## src/logic/hcl_pkg.sv

```systemverilog
// Constants shared by the configuration loader and its serial EEPROM reader.
// Assumes a serial EEPROM in SPI mode 0 answering the plain read instruction.

package hcl_pkg;

  // -----------------------------------------------------------------
  // Image formats and layout
  // -----------------------------------------------------------------
  localparam logic [7:0] FMT_SHORT = 8'hd0;
  localparam logic [7:0] FMT_EXT = 8'hd2;
  localparam logic [7:0] FMT_BLANK = 8'hff;
  localparam logic [7:0] LEN_HEAD = 8'h01;
  localparam logic [7:0] LEN_SHORT = 8'h06;
  localparam logic [7:0] LEN_EXT = 8'h0c;
  localparam logic [8:0] ADDR_HEAD = 9'h000;
  localparam logic [8:0] ADDR_BODY = 9'h001;
  localparam logic [3:0] IDX_VID_LO = 4'h1;
  localparam logic [3:0] IDX_VID_HI = 4'h2;
  localparam logic [3:0] IDX_PID_LO = 4'h3;
  localparam logic [3:0] IDX_PID_HI = 4'h4;
  localparam logic [3:0] IDX_DID_HI = 4'h6;
  localparam logic [3:0] IDX_OC = 4'h7;
  localparam logic [3:0] IDX_PORTS = 4'h8;
  localparam logic [3:0] IDX_MAXPWR = 4'h9;
  localparam logic [3:0] IDX_CTRLCUR = 4'ha;
  localparam logic [3:0] IDX_PGOOD = 4'hb;
  localparam logic [3:0] IDX_OPT = 4'hc;

  // Option byte bit positions
  localparam int OPT_ACCEPT0 = 7;
  localparam int OPT_COMPOSITE = 6;
  localparam int OPT_FS_ONLY = 5;
  localparam int OPT_NO_LEDS = 4;
  localparam int OPT_GANG = 2;

  // -----------------------------------------------------------------
  // Defaults after reset and for the short image
  // -----------------------------------------------------------------
  localparam logic [15:0] DEF_VID = 16'h1234; // Arbitrary value
  localparam logic [15:0] DEF_PID = 16'h5678; // Arbitrary value
  localparam logic [7:0] DEF_DID_HI = 8'h01; // Arbitrary value
  localparam logic [3:0] DEF_OC_TIME = 4'h8;
  localparam logic [3:0] DEF_USABLE = 4'hf;
  localparam logic [2:0] DEF_NUM_PORTS = 3'h4;
  localparam logic [7:0] DEF_REMOVABLE = 8'h00;
  localparam logic [7:0] PWR_CTRL_MASK = 8'hff;
  localparam logic [7:0] DEF_MAXPWR_FS = 8'h28;
  localparam logic [7:0] DEF_MAXPWR_HS = 8'h57;
  localparam logic [7:0] DEF_CTRL_FS = 8'h50;
  localparam logic [7:0] DEF_CTRL_HS = 8'hae;
  localparam logic [7:0] DEF_PGOOD = 8'h32;
  localparam logic [7:0] DEF_HUB_CHAR = 8'h89;

  // -----------------------------------------------------------------
  // Serial EEPROM access
  // -----------------------------------------------------------------
  localparam logic [7:0] CMD_READ = 8'h03;
  localparam int CMD_A8_POS = 3;
  localparam logic [4:0] BITS_ADDR2 = 5'h18;
  localparam logic [4:0] BITS_ADDR1 = 5'h10;
  localparam logic [4:0] BITS_BYTE = 5'h08;
  localparam logic [7:0] SPI_HALF_DEF = 8'h04;

  // Low byte of the hub characteristics from the option bits
  function automatic logic [7:0] hub_char(input logic gang, input logic comp,
                                          input logic noLeds);
    hub_char = {~noLeds, 2'b00, 1'b0, ~gang, comp, 1'b0, ~gang};
  endfunction : hub_char

endpackage : hcl_pkg

```

## src/logic/hcl_loader.sv

```systemverilog
// Power-up configuration loader: reads the EEPROM image once and holds
// the descriptor settings. Assumes addrTwoByte is a stable strap level.
`timescale 1ns/100ps
module hcl_loader
  import hcl_pkg::*;
#(
  parameter logic [7:0] SPI_HALF = SPI_HALF_DEF
) (
  input wire logic mclk,
  input wire logic rst_n,
  input wire logic addrTwoByte,
  input wire logic spiMiso,
  output logic spiSclk,
  output logic spiCsN,
  output logic spiMosi,
  output logic [15:0] vendorId,
  output logic [15:0] productId,
  output logic [7:0] deviceReleaseIdHi,
  output logic [3:0] enabledPortOcFilterTime,
  output logic [3:0] disabledPortOcFilterTime,
  output logic [3:0] usablePortMap,
  output logic [3:0] removablePortMap,
  output logic [2:0] numPorts,
  output logic [7:0] deviceRemovable,
  output logic [7:0] portPwrCtrlMask,
  output logic [7:0] maxPowerFs,
  output logic [7:0] maxPowerHs,
  output logic [7:0] controllerCurrentFs,
  output logic [7:0] controllerCurrentHs,
  output logic [7:0] portPowerGoodDelay,
  output logic acceptZeroDescriptorType,
  output logic partOfCompositeFlag,
  output logic restrictToFullSpeed,
  output logic suppressStatusLeds,
  output logic sharedPortPowerSwitch,
  output logic [7:0] hubCharLo,
  output logic vendorClassMode,
  output logic configDone
);

  typedef enum logic [1:0] {ST_BOOT, ST_HEAD, ST_BODY, ST_DONE} hcl_st_e;
  typedef struct packed {
    hcl_st_e st;
    logic rdStart;
    logic [8:0] rdAddr;
    logic [7:0] rdCount;
    logic [3:0] idx;
    logic [7:0] fmt;
    logic [15:0] vid;
    logic [15:0] pid;
    logic [7:0] didHi;
    logic [3:0] ocEn;
    logic [3:0] ocDis;
    logic [3:0] usable;
    logic [3:0] remov;
    logic [2:0] nPorts;
    logic [7:0] devRem;
    logic [7:0] mpFs;
    logic [7:0] mpHs;
    logic [7:0] ccFs;
    logic [7:0] ccHs;
    logic [7:0] pGood;
    logic accept0;
    logic comp;
    logic fsOnly;
    logic noLeds;
    logic gang;
    logic [7:0] hubChar;
    logic vendorClass;
    logic done;
  } hcl_ld_s;

  localparam hcl_ld_s LD_RST = '{st: ST_BOOT, vid: DEF_VID, pid: DEF_PID, didHi: DEF_DID_HI,
    ocEn: DEF_OC_TIME, ocDis: DEF_OC_TIME, usable: DEF_USABLE, remov: DEF_USABLE,
    nPorts: DEF_NUM_PORTS, devRem: DEF_REMOVABLE, mpFs: DEF_MAXPWR_FS, mpHs: DEF_MAXPWR_HS,
    ccFs: DEF_CTRL_FS, ccHs: DEF_CTRL_HS, pGood: DEF_PGOOD, accept0: 1'b1,
    hubChar: DEF_HUB_CHAR, default: '0};

  hcl_ld_s s_r;
  hcl_ld_s s_nxt;
  logic rdVal;
  logic rdDone;
  logic [7:0] rdData;

  // Count of set bits in a port nibble
  function automatic logic [2:0] pop4(input logic [3:0] v);
    pop4 = {2'b00, v[0]} + {2'b00, v[1]} + {2'b00, v[2]} + {2'b00, v[3]};
  endfunction : pop4

  // Mask covering the lowest n logical ports; n of four or more gives all ones
  function automatic logic [3:0] low_mask(input logic [2:0] n);
    logic [4:0] ones;
    ones = (5'h01 << n) - 5'h01;
    low_mask = ones[3:0];
    if (n > 3'h3) begin
      low_mask = 4'hf;
    end
  endfunction : low_mask

  // ---------------------------------------------------------------
  // EEPROM reader
  // ---------------------------------------------------------------
  hcl_spi_rd #(.HALF(SPI_HALF)) u_rd (
    .mclk(mclk),
    .rst_n(rst_n),
    .start(s_r.rdStart),
    .twoByte(addrTwoByte),
    .addr(s_r.rdAddr),
    .count(s_r.rdCount),
    .miso(spiMiso),
    .sclk(spiSclk),
    .csN(spiCsN),
    .mosi(spiMosi),
    .byteVal(rdVal),
    .byteData(rdData),
    .done(rdDone)
  );

  // ---------------------------------------------------------------
  // Load sequence and field decode
  // ---------------------------------------------------------------
  always_comb begin
    s_nxt = s_r;
    s_nxt.rdStart = 1'b0;
    case (s_r.st)
      ST_BOOT: begin
        s_nxt.rdStart = 1'b1;
        s_nxt.rdAddr = ADDR_HEAD;
        s_nxt.rdCount = LEN_HEAD;
        s_nxt.st = ST_HEAD;
      end
      ST_HEAD: begin
        if (rdVal) begin
          s_nxt.fmt = rdData;
        end
        if (rdDone) begin
          if (s_r.fmt == FMT_SHORT || s_r.fmt == FMT_EXT) begin
            s_nxt.rdStart = 1'b1;
            s_nxt.rdAddr = ADDR_BODY;
            s_nxt.rdCount = (s_r.fmt == FMT_EXT) ? LEN_EXT : LEN_SHORT;
            s_nxt.idx = IDX_VID_LO;
            s_nxt.st = ST_BODY;
          end else begin
            // blank or unknown image gives vendor class
            s_nxt.vendorClass = 1'b1;
            s_nxt.done = 1'b1;
            s_nxt.st = ST_DONE;
          end
        end
      end
      ST_BODY: begin
        if (rdVal) begin
          s_nxt.idx = s_r.idx + 4'h1;
          case (s_r.idx)
            IDX_VID_LO: s_nxt.vid[7:0] = rdData;
            IDX_VID_HI: s_nxt.vid[15:8] = rdData;
            IDX_PID_LO: s_nxt.pid[7:0] = rdData;
            IDX_PID_HI: s_nxt.pid[15:8] = rdData;
            IDX_DID_HI: s_nxt.didHi = rdData;
            IDX_OC: begin
              s_nxt.ocEn = rdData[7:4];
              s_nxt.ocDis = rdData[3:0];
            end
            // port count and logical removable map
            IDX_PORTS: begin
              s_nxt.usable = rdData[7:4];
              s_nxt.remov = rdData[3:0];
              s_nxt.nPorts = pop4(rdData[7:4]);
              s_nxt.devRem = {3'b000, ~rdData[3:0] & low_mask(pop4(rdData[7:4])), 1'b0};
            end
            IDX_MAXPWR: begin
              s_nxt.mpFs = rdData;
              s_nxt.mpHs = rdData;
            end
            IDX_CTRLCUR: begin
              s_nxt.ccFs = rdData;
              s_nxt.ccHs = rdData;
            end
            IDX_PGOOD: s_nxt.pGood = rdData;
            IDX_OPT: begin
              s_nxt.accept0 = rdData[OPT_ACCEPT0];
              s_nxt.comp = rdData[OPT_COMPOSITE];
              s_nxt.fsOnly = rdData[OPT_FS_ONLY];
              s_nxt.noLeds = rdData[OPT_NO_LEDS];
              s_nxt.gang = rdData[OPT_GANG];
            end
            default: ;
          endcase
        end
        if (rdDone) begin
          s_nxt.done = 1'b1;
          s_nxt.st = ST_DONE;
        end
      end
      // held until the next reset
      default: ;
    endcase
    s_nxt.hubChar = hub_char(s_nxt.gang, s_nxt.comp, s_nxt.noLeds);
  end

  // State register
  always_ff @(posedge mclk or negedge rst_n) begin
    if (!rst_n) begin
      s_r <= LD_RST;
    end else begin
      s_r <= s_nxt;
    end
  end

  // Outputs straight from the state register, except the port power control mask, which is the constant PWR_CTRL_MASK
  assign vendorId = s_r.vid;
  assign productId = s_r.pid;
  assign deviceReleaseIdHi = s_r.didHi;
  assign enabledPortOcFilterTime = s_r.ocEn;
  assign disabledPortOcFilterTime = s_r.ocDis;
  assign usablePortMap = s_r.usable;
  assign removablePortMap = s_r.remov;
  assign numPorts = s_r.nPorts;
  assign deviceRemovable = s_r.devRem;
  assign portPwrCtrlMask = PWR_CTRL_MASK;
  assign maxPowerFs = s_r.mpFs;
  assign maxPowerHs = s_r.mpHs;
  assign controllerCurrentFs = s_r.ccFs;
  assign controllerCurrentHs = s_r.ccHs;
  assign portPowerGoodDelay = s_r.pGood;
  assign acceptZeroDescriptorType = s_r.accept0;
  assign partOfCompositeFlag = s_r.comp;
  assign restrictToFullSpeed = s_r.fsOnly;
  assign suppressStatusLeds = s_r.noLeds;
  assign sharedPortPowerSwitch = s_r.gang;
  assign hubCharLo = s_r.hubChar;
  assign vendorClassMode = s_r.vendorClass;
  assign configDone = s_r.done;
endmodule : hcl_loader

```

## src/logic/hcl_spi_rd.sv

```systemverilog
// Serial EEPROM sequential reader: one read instruction, then a run of bytes.
// Assumes an SPI mode 0 EEPROM; miso is synchronous to mclk.
`timescale 1ns/100ps
module hcl_spi_rd
  import hcl_pkg::*;
#(
  parameter logic [7:0] HALF = SPI_HALF_DEF
) (
  input wire logic mclk,
  input wire logic rst_n,
  input wire logic start,
  input wire logic twoByte,
  input wire logic [8:0] addr,
  input wire logic [7:0] count,
  input wire logic miso,
  output logic sclk,
  output logic csN,
  output logic mosi,
  output logic byteVal,
  output logic [7:0] byteData,
  output logic done
);

  typedef enum logic [1:0] {SP_IDLE, SP_CMD, SP_DATA, SP_END} hcl_sp_e;
  typedef struct packed {
    hcl_sp_e ph;
    logic [7:0] div;
    logic sclk;
    logic csN;
    logic mosi;
    logic [23:0] tx;
    logic [4:0] bitCnt;
    logic [7:0] rx;
    logic [7:0] left;
    logic byteVal;
    logic [7:0] byteData;
    logic done;
  } hcl_sp_s;

  localparam hcl_sp_s SP_RST = '{ph: SP_IDLE, csN: 1'b1, default: '0};

  hcl_sp_s s_r;
  hcl_sp_s s_nxt;

  // ---------------------------------------------------------------
  // Next state
  // ---------------------------------------------------------------
  always_comb begin
    logic tick;
    logic [7:0] cmd;
    tick = 1'b0;
    cmd = CMD_READ;
    s_nxt = s_r;
    s_nxt.byteVal = 1'b0;
    s_nxt.done = 1'b0;
    if (s_r.ph != SP_IDLE) begin
      tick = (s_r.div == 8'h00);
      s_nxt.div = tick ? HALF - 8'h01 : s_r.div - 8'h01;
    end
    case (s_r.ph)
      SP_IDLE: begin
        if (start) begin
          s_nxt.csN = 1'b0;
          s_nxt.sclk = 1'b0;
          s_nxt.div = HALF - 8'h01;
          s_nxt.left = count;
          s_nxt.ph = SP_CMD;
          if (twoByte) begin
            s_nxt.tx = {cmd, 7'h00, addr};
            s_nxt.bitCnt = BITS_ADDR2;
          end else begin
            cmd[CMD_A8_POS] = addr[8];
            s_nxt.tx = {cmd, addr[7:0], 8'h00};
            s_nxt.bitCnt = BITS_ADDR1;
          end
          s_nxt.mosi = s_nxt.tx[23];
        end
      end
      SP_CMD: begin
        if (tick && !s_r.sclk) begin
          s_nxt.sclk = 1'b1;
          s_nxt.bitCnt = s_r.bitCnt - 5'h01;
        end else if (tick) begin
          s_nxt.sclk = 1'b0;
          if (s_r.bitCnt == 5'h00) begin
            s_nxt.ph = SP_DATA;
            s_nxt.bitCnt = BITS_BYTE;
          end else begin
            s_nxt.tx = {s_r.tx[22:0], 1'b0};
            s_nxt.mosi = s_r.tx[22];
          end
        end
      end
      SP_DATA: begin
        // Sample on the rising edge, turn around on the falling one
        if (tick && !s_r.sclk) begin
          s_nxt.sclk = 1'b1;
          s_nxt.rx = {s_r.rx[6:0], miso};
          s_nxt.bitCnt = s_r.bitCnt - 5'h01;
          if (s_r.bitCnt == 5'h01) begin
            s_nxt.byteVal = 1'b1;
            s_nxt.byteData = {s_r.rx[6:0], miso};
            s_nxt.left = s_r.left - 8'h01;
          end
        end else if (tick) begin
          s_nxt.sclk = 1'b0;
          if (s_r.bitCnt == 5'h00) begin
            if (s_r.left == 8'h00) begin
              s_nxt.ph = SP_END;
            end else begin
              s_nxt.bitCnt = BITS_BYTE;
            end
          end
        end
      end
      default: begin
        if (tick) begin
          s_nxt.csN = 1'b1;
          s_nxt.done = 1'b1;
          s_nxt.ph = SP_IDLE;
        end
      end
    endcase
  end

  // State register
  always_ff @(posedge mclk or negedge rst_n) begin
    if (!rst_n) begin
      s_r <= SP_RST;
    end else begin
      s_r <= s_nxt;
    end
  end

  assign sclk = s_r.sclk;
  assign csN = s_r.csN;
  assign mosi = s_r.mosi;
  assign byteVal = s_r.byteVal;
  assign byteData = s_r.byteData;
  assign done = s_r.done;

endmodule : hcl_spi_rd

```

## config.mk

```make
export PLATFORM = sky130hd
export DESIGN_NAME = hcl_loader
export DESIGN_NICKNAME = d
export VERILOG_FILES = /design/src/logic/hcl_pkg.sv /design/src/logic/hcl_loader.sv /design/src/logic/hcl_spi_rd.sv
export SDC_FILE = /design/constraint.sdc
export NUM_CORES = 1
export LEC_CHECK = 0
export BUFFER_PORTS_ARGS = -buffer_cell sky130_fd_sc_hd__buf_2
export CAP_MARGIN = 40
export CORE_MARGIN = 10
export CORE_UTILIZATION = 52
export CTS_BUF_LIST = sky130_fd_sc_hd__clkbuf_16
export DETAILED_ROUTE_END_ITERATION = 8
export PLACE_DENSITY = 0.85
export SLEW_MARGIN = 25
export SYNTH_ARGS = -nofsm -noshare
export SYNTH_HDL_FRONTEND = slang
export SYNTH_SLANG_ARGS = --single-unit
```

## constraint.sdc

```tcl
create_clock -name mclk -period 2.5 [get_ports mclk]
set_clock_uncertainty 0.2 [all_clocks]
set_input_delay 0.25 -clock mclk [delete_from_list [all_inputs] [get_ports mclk]]
set_output_delay 0.25 -clock mclk [all_outputs]
set_load 0.05 [all_outputs]
```

### Word-level counts from Yosys, hierarchy flattened

Index checks and enable logic that the tools add are counted.

* register bits: 212
* output and inout port bits: 133
* bits of input ports: 4

* $lt $le $gt $ge: 1
* add/sub/neg operators: 8
* shifts and indexed selects: 1
* muxes and demuxes: 58
* bitwise gates (word level): 6
* reductions and logical operators: 44
* equality and inequality tests: 40

Operators by type and width (number)
* $mux W25: 3
* $reduce_and A3 Y1: 17
* $pmux W25 S2: 1
* $mux W42: 1
* $mux W4: 9
* $pmux W18 S2: 1
* $mux W17: 2
* $mux W8: 4
* $mux W30: 1
* $mux W5: 6
* $mux W24: 1
* $mux W22: 1
* $eq A4 B4 Y1 const B: 5
* $ne A2 B1 Y1 const B: 10
* $mux W2: 9
* $eq A8 B8 Y1 const B: 2
* $logic_not A8 Y1: 2
* $pmux W8 S2: 1
* $sub A8 B1 Y8 const B: 2
* $ne A3 B1 Y1 const B: 5
* $pmux W5 S3: 1
* $reduce_bool A2 Y1: 7
* $eq A4 B3 Y1 const B: 3
* $ne A2 B2 Y1 const B: 6
* other kinds (35): 58

### Depth between registers and ports, before layout

Gate-level depths: netlist of the first run.

* word-level depth: 10
* depth in mapped cells: 10

### Cells and area by module

A second synthesis of the first run with hierarchy kept.

* cell total of the unflattened synthesis: 854
* area total of the unflattened synthesis: 9640.5 µm²

Modules (own cells, without submodules)
* hcl_loader: cells each 517, area an instance 6313.6 µm², instances 1
* hcl_spi_rd: cells each 337, area an instance 3326.9 µm², instances 1

### Least setup slack after synthesis of the first run

No wires, ideal clock.

* path type: flip-flop to flip-flop
* from: register u_rd.s_r[58] (netlist bit)
* to: register u_rd.s_r[67] (netlist bit)
* period minus slack after synthesis: 2.668 ns
* data arrival time: 2.343 ns
* data required time: 2.175 ns
* stages on the path, launching flop included: 9
* path buffers: 1
* slack: -0.168 ns
* cell sequence: dfrtp_1 > inv_1 > ha_1 > or4b_1 > buf_2 > or4_4 > a2111oi_4 > a21oi_2 > mux2_4

* longest elaborated chain between the ends: 5

Ends and longest elaborated chain
* from (decl): RTL line hcl_spi_rd.sv:42 `hcl_sp_s s_r;`
* from (signal assigned): RTL line hcl_spi_rd.sv:131 `s_r <= s_nxt;`
* $logic_not A8 Y1 (*): RTL line hcl_spi_rd.sv:57 `tick = (s_r.div == 8'h00);`
* $mux W1 (*): RTL line hcl_spi_rd.sv:56 `if (s_r.ph != SP_IDLE) begin`
* $logic_and A1 B1 Y1: RTL line hcl_spi_rd.sv:80, hcl_spi_rd.sv:96
* $ne A2 B2 Y1 (no source line)
* $reduce_and A9 Y1 (no source line) (*)

Mark *: on every way between the ends. The rest lies on a longest branch, timed or not.
A chain may end at the register's enable or synchronous reset.

### Worst setup path in the final report of the first run

Ends and elaborated chain as after synthesis.

==> impl_results.md, run 1 <==
- Pwr per Cell Area: between 500 and 600 nW/um^2
- Most common cell after layout, fill and taps aside: dfrtp_1
- Post-synth top flop: dfrtp_1
- Synth Instances: 810
- Vias per cell: 5.54
- DRT iter0 DRCs: between 500 and 600
- Data required, critical path: roughly 2600 ps
- Yosys reg bits: 195
- Chip Width: about 150 um
- Static Leak: 5.28 nW
- Routed WL per cell: 18.7 um
- Max-cap viol count: 0
- Layout cell share with drive strength beyond 1: 0.452
- Initial antenna violation count: 0
- Setup_tns: 0 ps
- RSZ-0062 raised after global routing: yes
- Die area: between 20000 and 25000 um^2
- Max_slew headroom: 0.485
- Post-route ant nets: 0
- Peak VDD IR: 0.492 mV
- Highest net fanout along the worst path: 5
- Outcome: finished clean
- GRT Overall Usage: 0.168
- Hold WC Path Type: input pin to async pin
- Finished Cell Area: 10300 um^2
- Placer congestion estimate: 0.866
- Rows: between 40 and 50
- DP Area: 9640 um^2
- Vias in the first global route: 6140
- WP data arrival: 2580 ps
- Compound-Gate Fraction of Synth Area: 0.0603
- DRT Pass-1 Iters: 5
- XOR/XNOR Fraction of Synth Area: 0.00749
- Asr flop ratio synth: 1.00
- Proportion of synthesized area in mux cells: 0.156
- Max frequency: 405 MHz
- Clock sink count: a little under 200
- Reg2Reg Launch Point: u_rd.s_r[58]$_DFF_PN0_
- Distinct cells, synth: 59
- Avg Cell Area, Syn: 11.6 um^2
- H-tree levels: 4
- Worst Reg-to-Reg Cells: 7
- Setup crit start kind: register
- Slew @ Worst Pin: 773 ps
- Minimum clock period: 2470 ps
- Final HPWL from detailed placement: approximately 14000 um
- Max clock buf depth: 2
- Most frequent cells in the layout: dfrtp_1, mux2_2, buf_2
- Slew Limit Fails: 0
- Worst setup margin: ~31 ps
- Final hold slack: 180 ps
- # diodes: 0
- Post-Route WL: between 20000 and 25000 um
- Area share of fa/ha/maj cells after synthesis: 0.0329
- Worst-path clk slew: 70 ps
- EDFF count, synth: 0
- Clock Latency Late Sink: 430 ps
- Sequential element share of the synthesized area: 0.528
- Number of port buffers: 120
- Die height: 154 um
- Largest family of logic cells by synthesized area: multiplexers
- Simple-gate area share of the yosys netlist: 0.0933
- Area delta synth->final: 10.1%
- # setup viols final: 0
- Crit Path Class: register to register
- Worst setup EP type: register
- Final period utilization: 0.988
- Starting density of the core: 0.535
- Dpl ws: -60.0 ps
- Root buffer cell: clkbuf_16
- Endpoints failing hold: 0
- Total global routing overflow: 0
- Fin nets: 884
- Cell area after synthesis: 9360 um^2
- Core area: 17500 um^2
- CTS tree: done
- First-pass GRT wire length: about 33000 um
- Vias: 6065
- Largest net degree at the start of global routing: 67
- Yosys synthesis warning count: 0
- Num CTS Buffers: 17
- Critical path origin: u_rd.s_r[58]$_DFF_PN0_
- DRC violations left: 0
- # IOs: 137
-- final cells by class --
class                   count  area, um^2
clock buffers              17         425
clock inverters            15         123
fillers                  1297        7170
inverters                  24        90.1
multi-input cells         451        3430
flip-flops and latches    195        4940
well taps                 225         282
repair buffers            167        1020
-- what timing repair did --
item | 4_1_cts | 5_1_grt
pin swaps | 0 | 2
gates resized for setup | 4 | 16
endpoints found under the setup margin | 9 | 53
hold endpoints to repair | 64 | 0
hold buffers | 3 | 0
buffers inserted | 0 | 1
-- worst max-delay path, cell delays in order, from the launching register on --
cell and delay, ps:
dfrtp_1 390, inv_2 90, ha_4 130, or4b_4 510, or4_4 450, a2111oi_4 210
a21oi_2 80, mux2_4 300
-- report_power, final --
group	leakage (nW)	switching (mW)	total, mW	internal (mW)
registers	2.51	0.00798	3.17	3.16
logic	2.50	0.118	0.137	0.0184
clock network	0.269	1.26	2.56	1.30
-- per-layer routing --
layer / global-route usage / part of all wire
met1: 0.207 / 0.42
met2: 0.273 / 0.49
met4: 0.0801 / 0.030
met5: 0 / 0
met3: 0.0391 / 0.060
-- worst paths after layout --
check | endpoint | slack (ps)
max in group asynchronous | controllerCurrentHs[2]$_DFFE_PN1P_ | 1190
worst min-delay path | u_rd.s_r[50]$_DFFE_PN0P_ | 180
worst min register to register | hubCharLo[7]$_DFF_PN1_ | 240
worst max-delay path | u_rd.s_r[67]$_DFFE_PN0P_ | 30
worst max register to register | u_rd.s_r[67]$_DFFE_PN0P_ | 30
min in group mclk | hubCharLo[7]$_DFF_PN1_ | 240
-- stage by stage --
stage | power [mW] | std cells | utilization
4_1_cts | 5.91 | 1093 | 0.586
3_5_place_dp | 3.36 | 1058 | 0.552
2_1_floorplan | 3.30 | 824 | -
6_report | 5.86 | 1094 | 0.590
5_1_grt | 6.05 | 1094 | 0.590
3_3_place_gp | 3.36 | 1058 | 0.552
-- kinds of logic (layout without fill, tap and decap cells) --
logic type,after synthesis,after routing
DFF,195,195
other,2,16
AOI/OAI and AO/OA,91,91
xor gates and xnor gates,8,8
adders and majority gates,24,24
buffers and inverters,178,223
and+or+nand+nor,182,182
muxes,130,130
-- flip-flops by register name (all words and copies together) (netlist names), 3 cells and up --
| name | flops |
|---|---|
| usablePortMap | 4 |
| productId | 16 |
| u_rd.s_r | 53 |
| maxPowerFs | 8 |
| u_rd.byteData | 8 |
| vendorId | 16 |
| deviceRemovable | 4 |
| portPowerGoodDelay | 8 |
| deviceReleaseIdHi | 8 |
| s_r | 19 |
| controllerCurrentHs | 7 |
| enabledPortOcFilterTime | 4 |
| controllerCurrentFs | 8 |
| removablePortMap | 4 |
| maxPowerHs | 7 |
| hubCharLo | 3 |
| numPorts | 3 |
| disabledPortOcFilterTime | 4 |
-- Yosys cell counts, types with 2 or more instances --
cell | n | area [um^2]
conb_1 | 2 | 7.51
nor2b_1 | 3 | 18.8
o21ai_0 | 38 | 190
a21oi_1 | 21 | 105
clkbuf_1 | 26 | 97.6
xnor2_1 | 3 | 26.3
and3_1 | 3 | 18.8
nand2b_1 | 8 | 50.1
or4_1 | 2 | 15.0
inv_1 | 24 | 90.1
ha_1 | 23 | 288
dfstp_2 | 46 | 1210
nor2_1 | 33 | 124
mux2i_1 | 4 | 40.0
nand3_1 | 13 | 65.1
mux2_2 | 125 | 1410
a41oi_1 | 2 | 17.5
o22ai_1 | 5 | 31.3
nor4_1 | 5 | 31.3
xor2_1 | 5 | 43.8
a21boi_0 | 2 | 15.0
o31ai_1 | 7 | 52.6
nand4_1 | 6 | 37.5
or3_1 | 3 | 18.8
buf_2 | 3 | 15.0
dfrtp_1 | 149 | 3730
or4b_1 | 2 | 20.0
buf_4 | 123 | 923
buf_1 | 2 | 7.51
nand2_1 | 79 | 297
o22a_1 | 2 | 17.5
or2_2 | 2 | 12.5
nor3_1 | 13 | 65.1
No activity file was read; power rests on OpenSTA's default activity.
==> inputs of run 2 (changes only) <==
--- a/config.mk
+++ b/config.mk
@@ -5,6 +5,7 @@
 export SDC_FILE = /design/constraint.sdc
 export NUM_CORES = 1
 export LEC_CHECK = 0
+export ABC_AREA = 1
 export BUFFER_PORTS_ARGS = -buffer_cell sky130_fd_sc_hd__buf_2
 export CAP_MARGIN = 40
 export CORE_MARGIN = 10
==> run 2 against run 1 <==
Synthesized cell count rose by 30%. Clock power rose by 6%. Utilization fell by 3.0 points. Die area rose by 0.10%. Worst hold slack improved by 52 ps. Setup slack improved by 180 ps. Critical path type unchanged. Largest power group unchanged.
==> impl_results.md, run 2 <==
- # diodes: 0 (unchanged)
- Clock Latency Late Sink: 430 ps (about the same)
- Crit-path slowest cell: fa_1 (was or4b_4)
- Largest area contributor in the netlist: dfrtp_1 (unchanged)
- Max_slew headroom: 0.567 (was 0.485)
- Max-cap viol count: 0 (unchanged)
- Synth cell count leaders: nand2_1, dfrtp_1, o21ai_0, buf_4, inv_1 (was dfrtp_1, mux2_2, buf_4, nand2_1, dfstp_2)
- Placer congestion estimate: 0.895 (was 0.866)
- Cell area after synthesis: 9370 um^2 (was 9360 um^2)
- Setup crit start kind: register (unchanged)
- Area delta synth->final: 6.62% (was 10.1%)
- Distinct cells, synth: 39 (was 59)
- WP data arrival: 2400 ps (was 2580 ps)
- Data required, critical path: 2610 ps (about the same)
- Max clock buf depth: 2 (unchanged)
- Avg Cell Area, Syn: 8.93 um^2 (was 11.6 um^2)
- Total global routing overflow: 0 (unchanged)
- Post-Route WL: 19600 um (was 20500 um)
- # IOs: 137 (unchanged)
- Critical path cell sequence: fa_1 > ha_1 > ha_1 > nor2_1 > nand2_1 > a21oi_1 > o21ai_0 > a22o_1 (was inv_2 > ha_4 > or4b_4 > or4_4 > a2111oi_4 > a21oi_2 > mux2_4)
- Synth top area cells: dfrtp_1, dfstp_2, nand2_1 (was dfrtp_1, mux2_2, dfstp_2)
- RSZ-0062 raised after global routing: no (was yes)
- Outcome: finished clean (unchanged)
- Setup_tns: 0 ps (unchanged)
- Clock sink count: 195 (unchanged)
- GRT Overall Usage: 0.163 (was 0.168)
- Largest net degree at the start of global routing: 83 (was 67)
- Yosys synthesis warning count: 0 (unchanged)
- Asr flop ratio synth: 1.00 (unchanged)
- Number of port buffers: 120 (unchanged)
- Routed WL per cell: 15.0 um (was 18.7 um)
- Post-CTS setup repair buffer count: 0 (unchanged)
- Worst path most repeated cell: ha_1
- Layout cell share with drive strength beyond 1: 0.219 (was 0.452)
- Vias per cell: 5.11 (was 5.54)
- Fin util: 0.560 (was 0.590)
- Fin nets: 1091 (was 884)
- DRT Pass-1 Iters: 5 (unchanged)
- DRC violations left: 0 (unchanged)
- Vias in the first global route: 6443 (was 6140)
- Die area: 23800 um^2 (about the same)
- Final hold slack: 232 ps (was 180 ps)
- Worst-path clk slew: 70 ps (about the same)
- Starting density of the core: 0.525 (was 0.535)
- Crit Path Class: register to register (unchanged)
- H-tree levels: 4 (unchanged)
- # setup viols final: 0 (unchanged)
- Endpoints failing hold: 0 (unchanged)
- Post-synth top flop: dfrtp_1 (unchanged)
- Slew Limit Fails: 0 (unchanged)
- Pwr per Cell Area: 602 nW/um^2 (was 569 nW/um^2)
- Num CTS Buffers: 17 (unchanged)
- Final HPWL from detailed placement: 13900 um (was 14100 um)
- Hold WC Path Type: input pin to async pin (unchanged)
- Most frequent cells in the layout: nand2_1, dfrtp_1, o21ai_0 (was dfrtp_1, mux2_2, buf_2)
- Rows: 49 (was 48)
- Max incr delay on CP: 490 ps (was 510 ps)
- Initial antenna violation count: 0 (unchanged)
- Minimum clock period: 2290 ps (was 2470 ps)
- Post-route ant nets: 0 (unchanged)
- Dpl ws: 195 ps (was -60.0 ps)
- Worst setup EP type: register (unchanged)
- Most frequent cell after synthesis: nand2_1 (was dfrtp_1)
- Slew @ Worst Pin: 649 ps (was 773 ps)
- DRT iter0 DRCs: 485 (was 538)
- Buf/Inv on CP: 0 (was 1)
- Top-area cell type share of the netlist area: 0.398 (was 0.399)
- Static Leak: 5.20 nW (was 5.28 nW)
- Most common cell after layout, fill and taps aside: nand2_1 (was dfrtp_1)
- Synth Instances: 1049 (was 810)
- Most flop-heavy register: u_rd.s_r (unchanged)
- Worst setup margin: 215 ps (was 31.2 ps)
- Sequential element share of the synthesized area: 0.527 (was 0.528)
- Biggest regs: u_rd.s_r x53, s_r x19 (unchanged)
- Die height: 154 um (about the same)
- Root buffer cell: clkbuf_16 (unchanged)
- Max frequency: 438 MHz (was 405 MHz)
- Yosys reg bits: 195 (unchanged)
- Core area: 17800 um^2 (was 17500 um^2)
- Peak VDD IR: 0.435 mV (was 0.492 mV)
- Highest net fanout along the worst path: 5 (unchanged)
- Total power: 6.01 mW (was 5.86 mW)
- Max reg flops: 53 (unchanged)
- Chip Width: 154 um (about the same)
- First-pass GRT wire length: 32400 um (was 32700 um)
- Vias: 6673 (was 6065)
- EDFF count, synth: 0 (unchanged)
- CTS tree: done (unchanged)
- Final period utilization: 0.914 (was 0.988)
- Top delay family on crit path: adder cells (was simple AND/OR/NAND/NOR gates)
[run 2: cell count changes after synthesis, moves of 5 or more]
cell,delta
nor2_1,+23
o21ai_2,+7
nor3_1,-6
nand3_1,+19
nand2_2,+5
o31ai_1,-7
nand2_1,+193
o21ai_0,+110
nand2b_1,-8
inv_1,+54
xor2_1,+5
clkbuf_1,-8
mux2_2,-125
[run 2: worst paths after layout]
| check | startpoint | endpoint | cells after the start | slack [ps] |
|---|---|---|---|---|
| min in group mclk | sharedPortPowerSwitch$_DFF_PN0_ | hubCharLo[3]$_DFF_PN1_ | 1 | 270 |
| hold reg to reg | sharedPortPowerSwitch$_DFF_PN0_ | hubCharLo[3]$_DFF_PN1_ | 1 | 270 |
| hold / removal | rst_n | numPorts[1]$_DFFE_PN0P_ | 2 | 230 |
| setup reg to reg | u_rd.byteData[4]$_DFFE_PN0P_ | deviceRemovable[3]$_DFFE_PN0P_ | 8 | 210 |
| setup / recovery | u_rd.byteData[4]$_DFFE_PN0P_ | deviceRemovable[3]$_DFFE_PN0P_ | 8 | 210 |
| max in group asynchronous | rst_n | hubCharLo[3]$_DFF_PN1_ | 3 | 1150 |
[run 2: final cells by class]
class / instances / area, um^2
clock inverters: 15 / 168
flip-flops and latches: 195 / 4940
well taps: 229 / 287
fillers: 1506 / 7850
repair buffers: 133 / 756
clock buffers: 17 / 425
multi-input cells: 634 / 3100
inverters: 82 / 312
[run 2: per-stage QoR]
stage / instance area [um^2] / cells
6_report: 9990 / 1305
5_1_grt: 9990 / 1305
4_1_cts: 9980 / 1305
3_5_place_dp: 9360 / 1270
3_3_place_gp: 9360 / 1270
2_1_floorplan: 9420 / 1063
[run 2: cells by family (layout without fill, tap and decap cells)]
kind of cell	count (synthesis)	count (layout)	synth area share
compound gates	189	189	0.106
xor+xnor	13	13	0.0122
fa+ha+maj	24	24	0.0329
buf+inv	234	247	0.147
flops	195	195	0.527
other cells	2	16	0.000802
simple gates	392	392	0.174
[run 2: what timing repair did]
action	in CTS	in global routing
hold buffers	3	0
endpoints found under the setup margin	0	8
resized for setup	0	3
hold endpoints to repair	50	0
[run 2: where the power goes]
part	internal (mW)	switching (mW)	leakage, nW	total, mW
logic	0.0175	0.117	2.41	0.135
registers	3.16	0.00155	2.50	3.16
clock network	1.43	1.29	0.285	2.72
[run 2: routing by layer]
layer,wire length (um),global-route usage
met5,0,0
met4,305,0.0477
met3,1400,0.0480
met2,9550,0.270
met1,8320,0.202
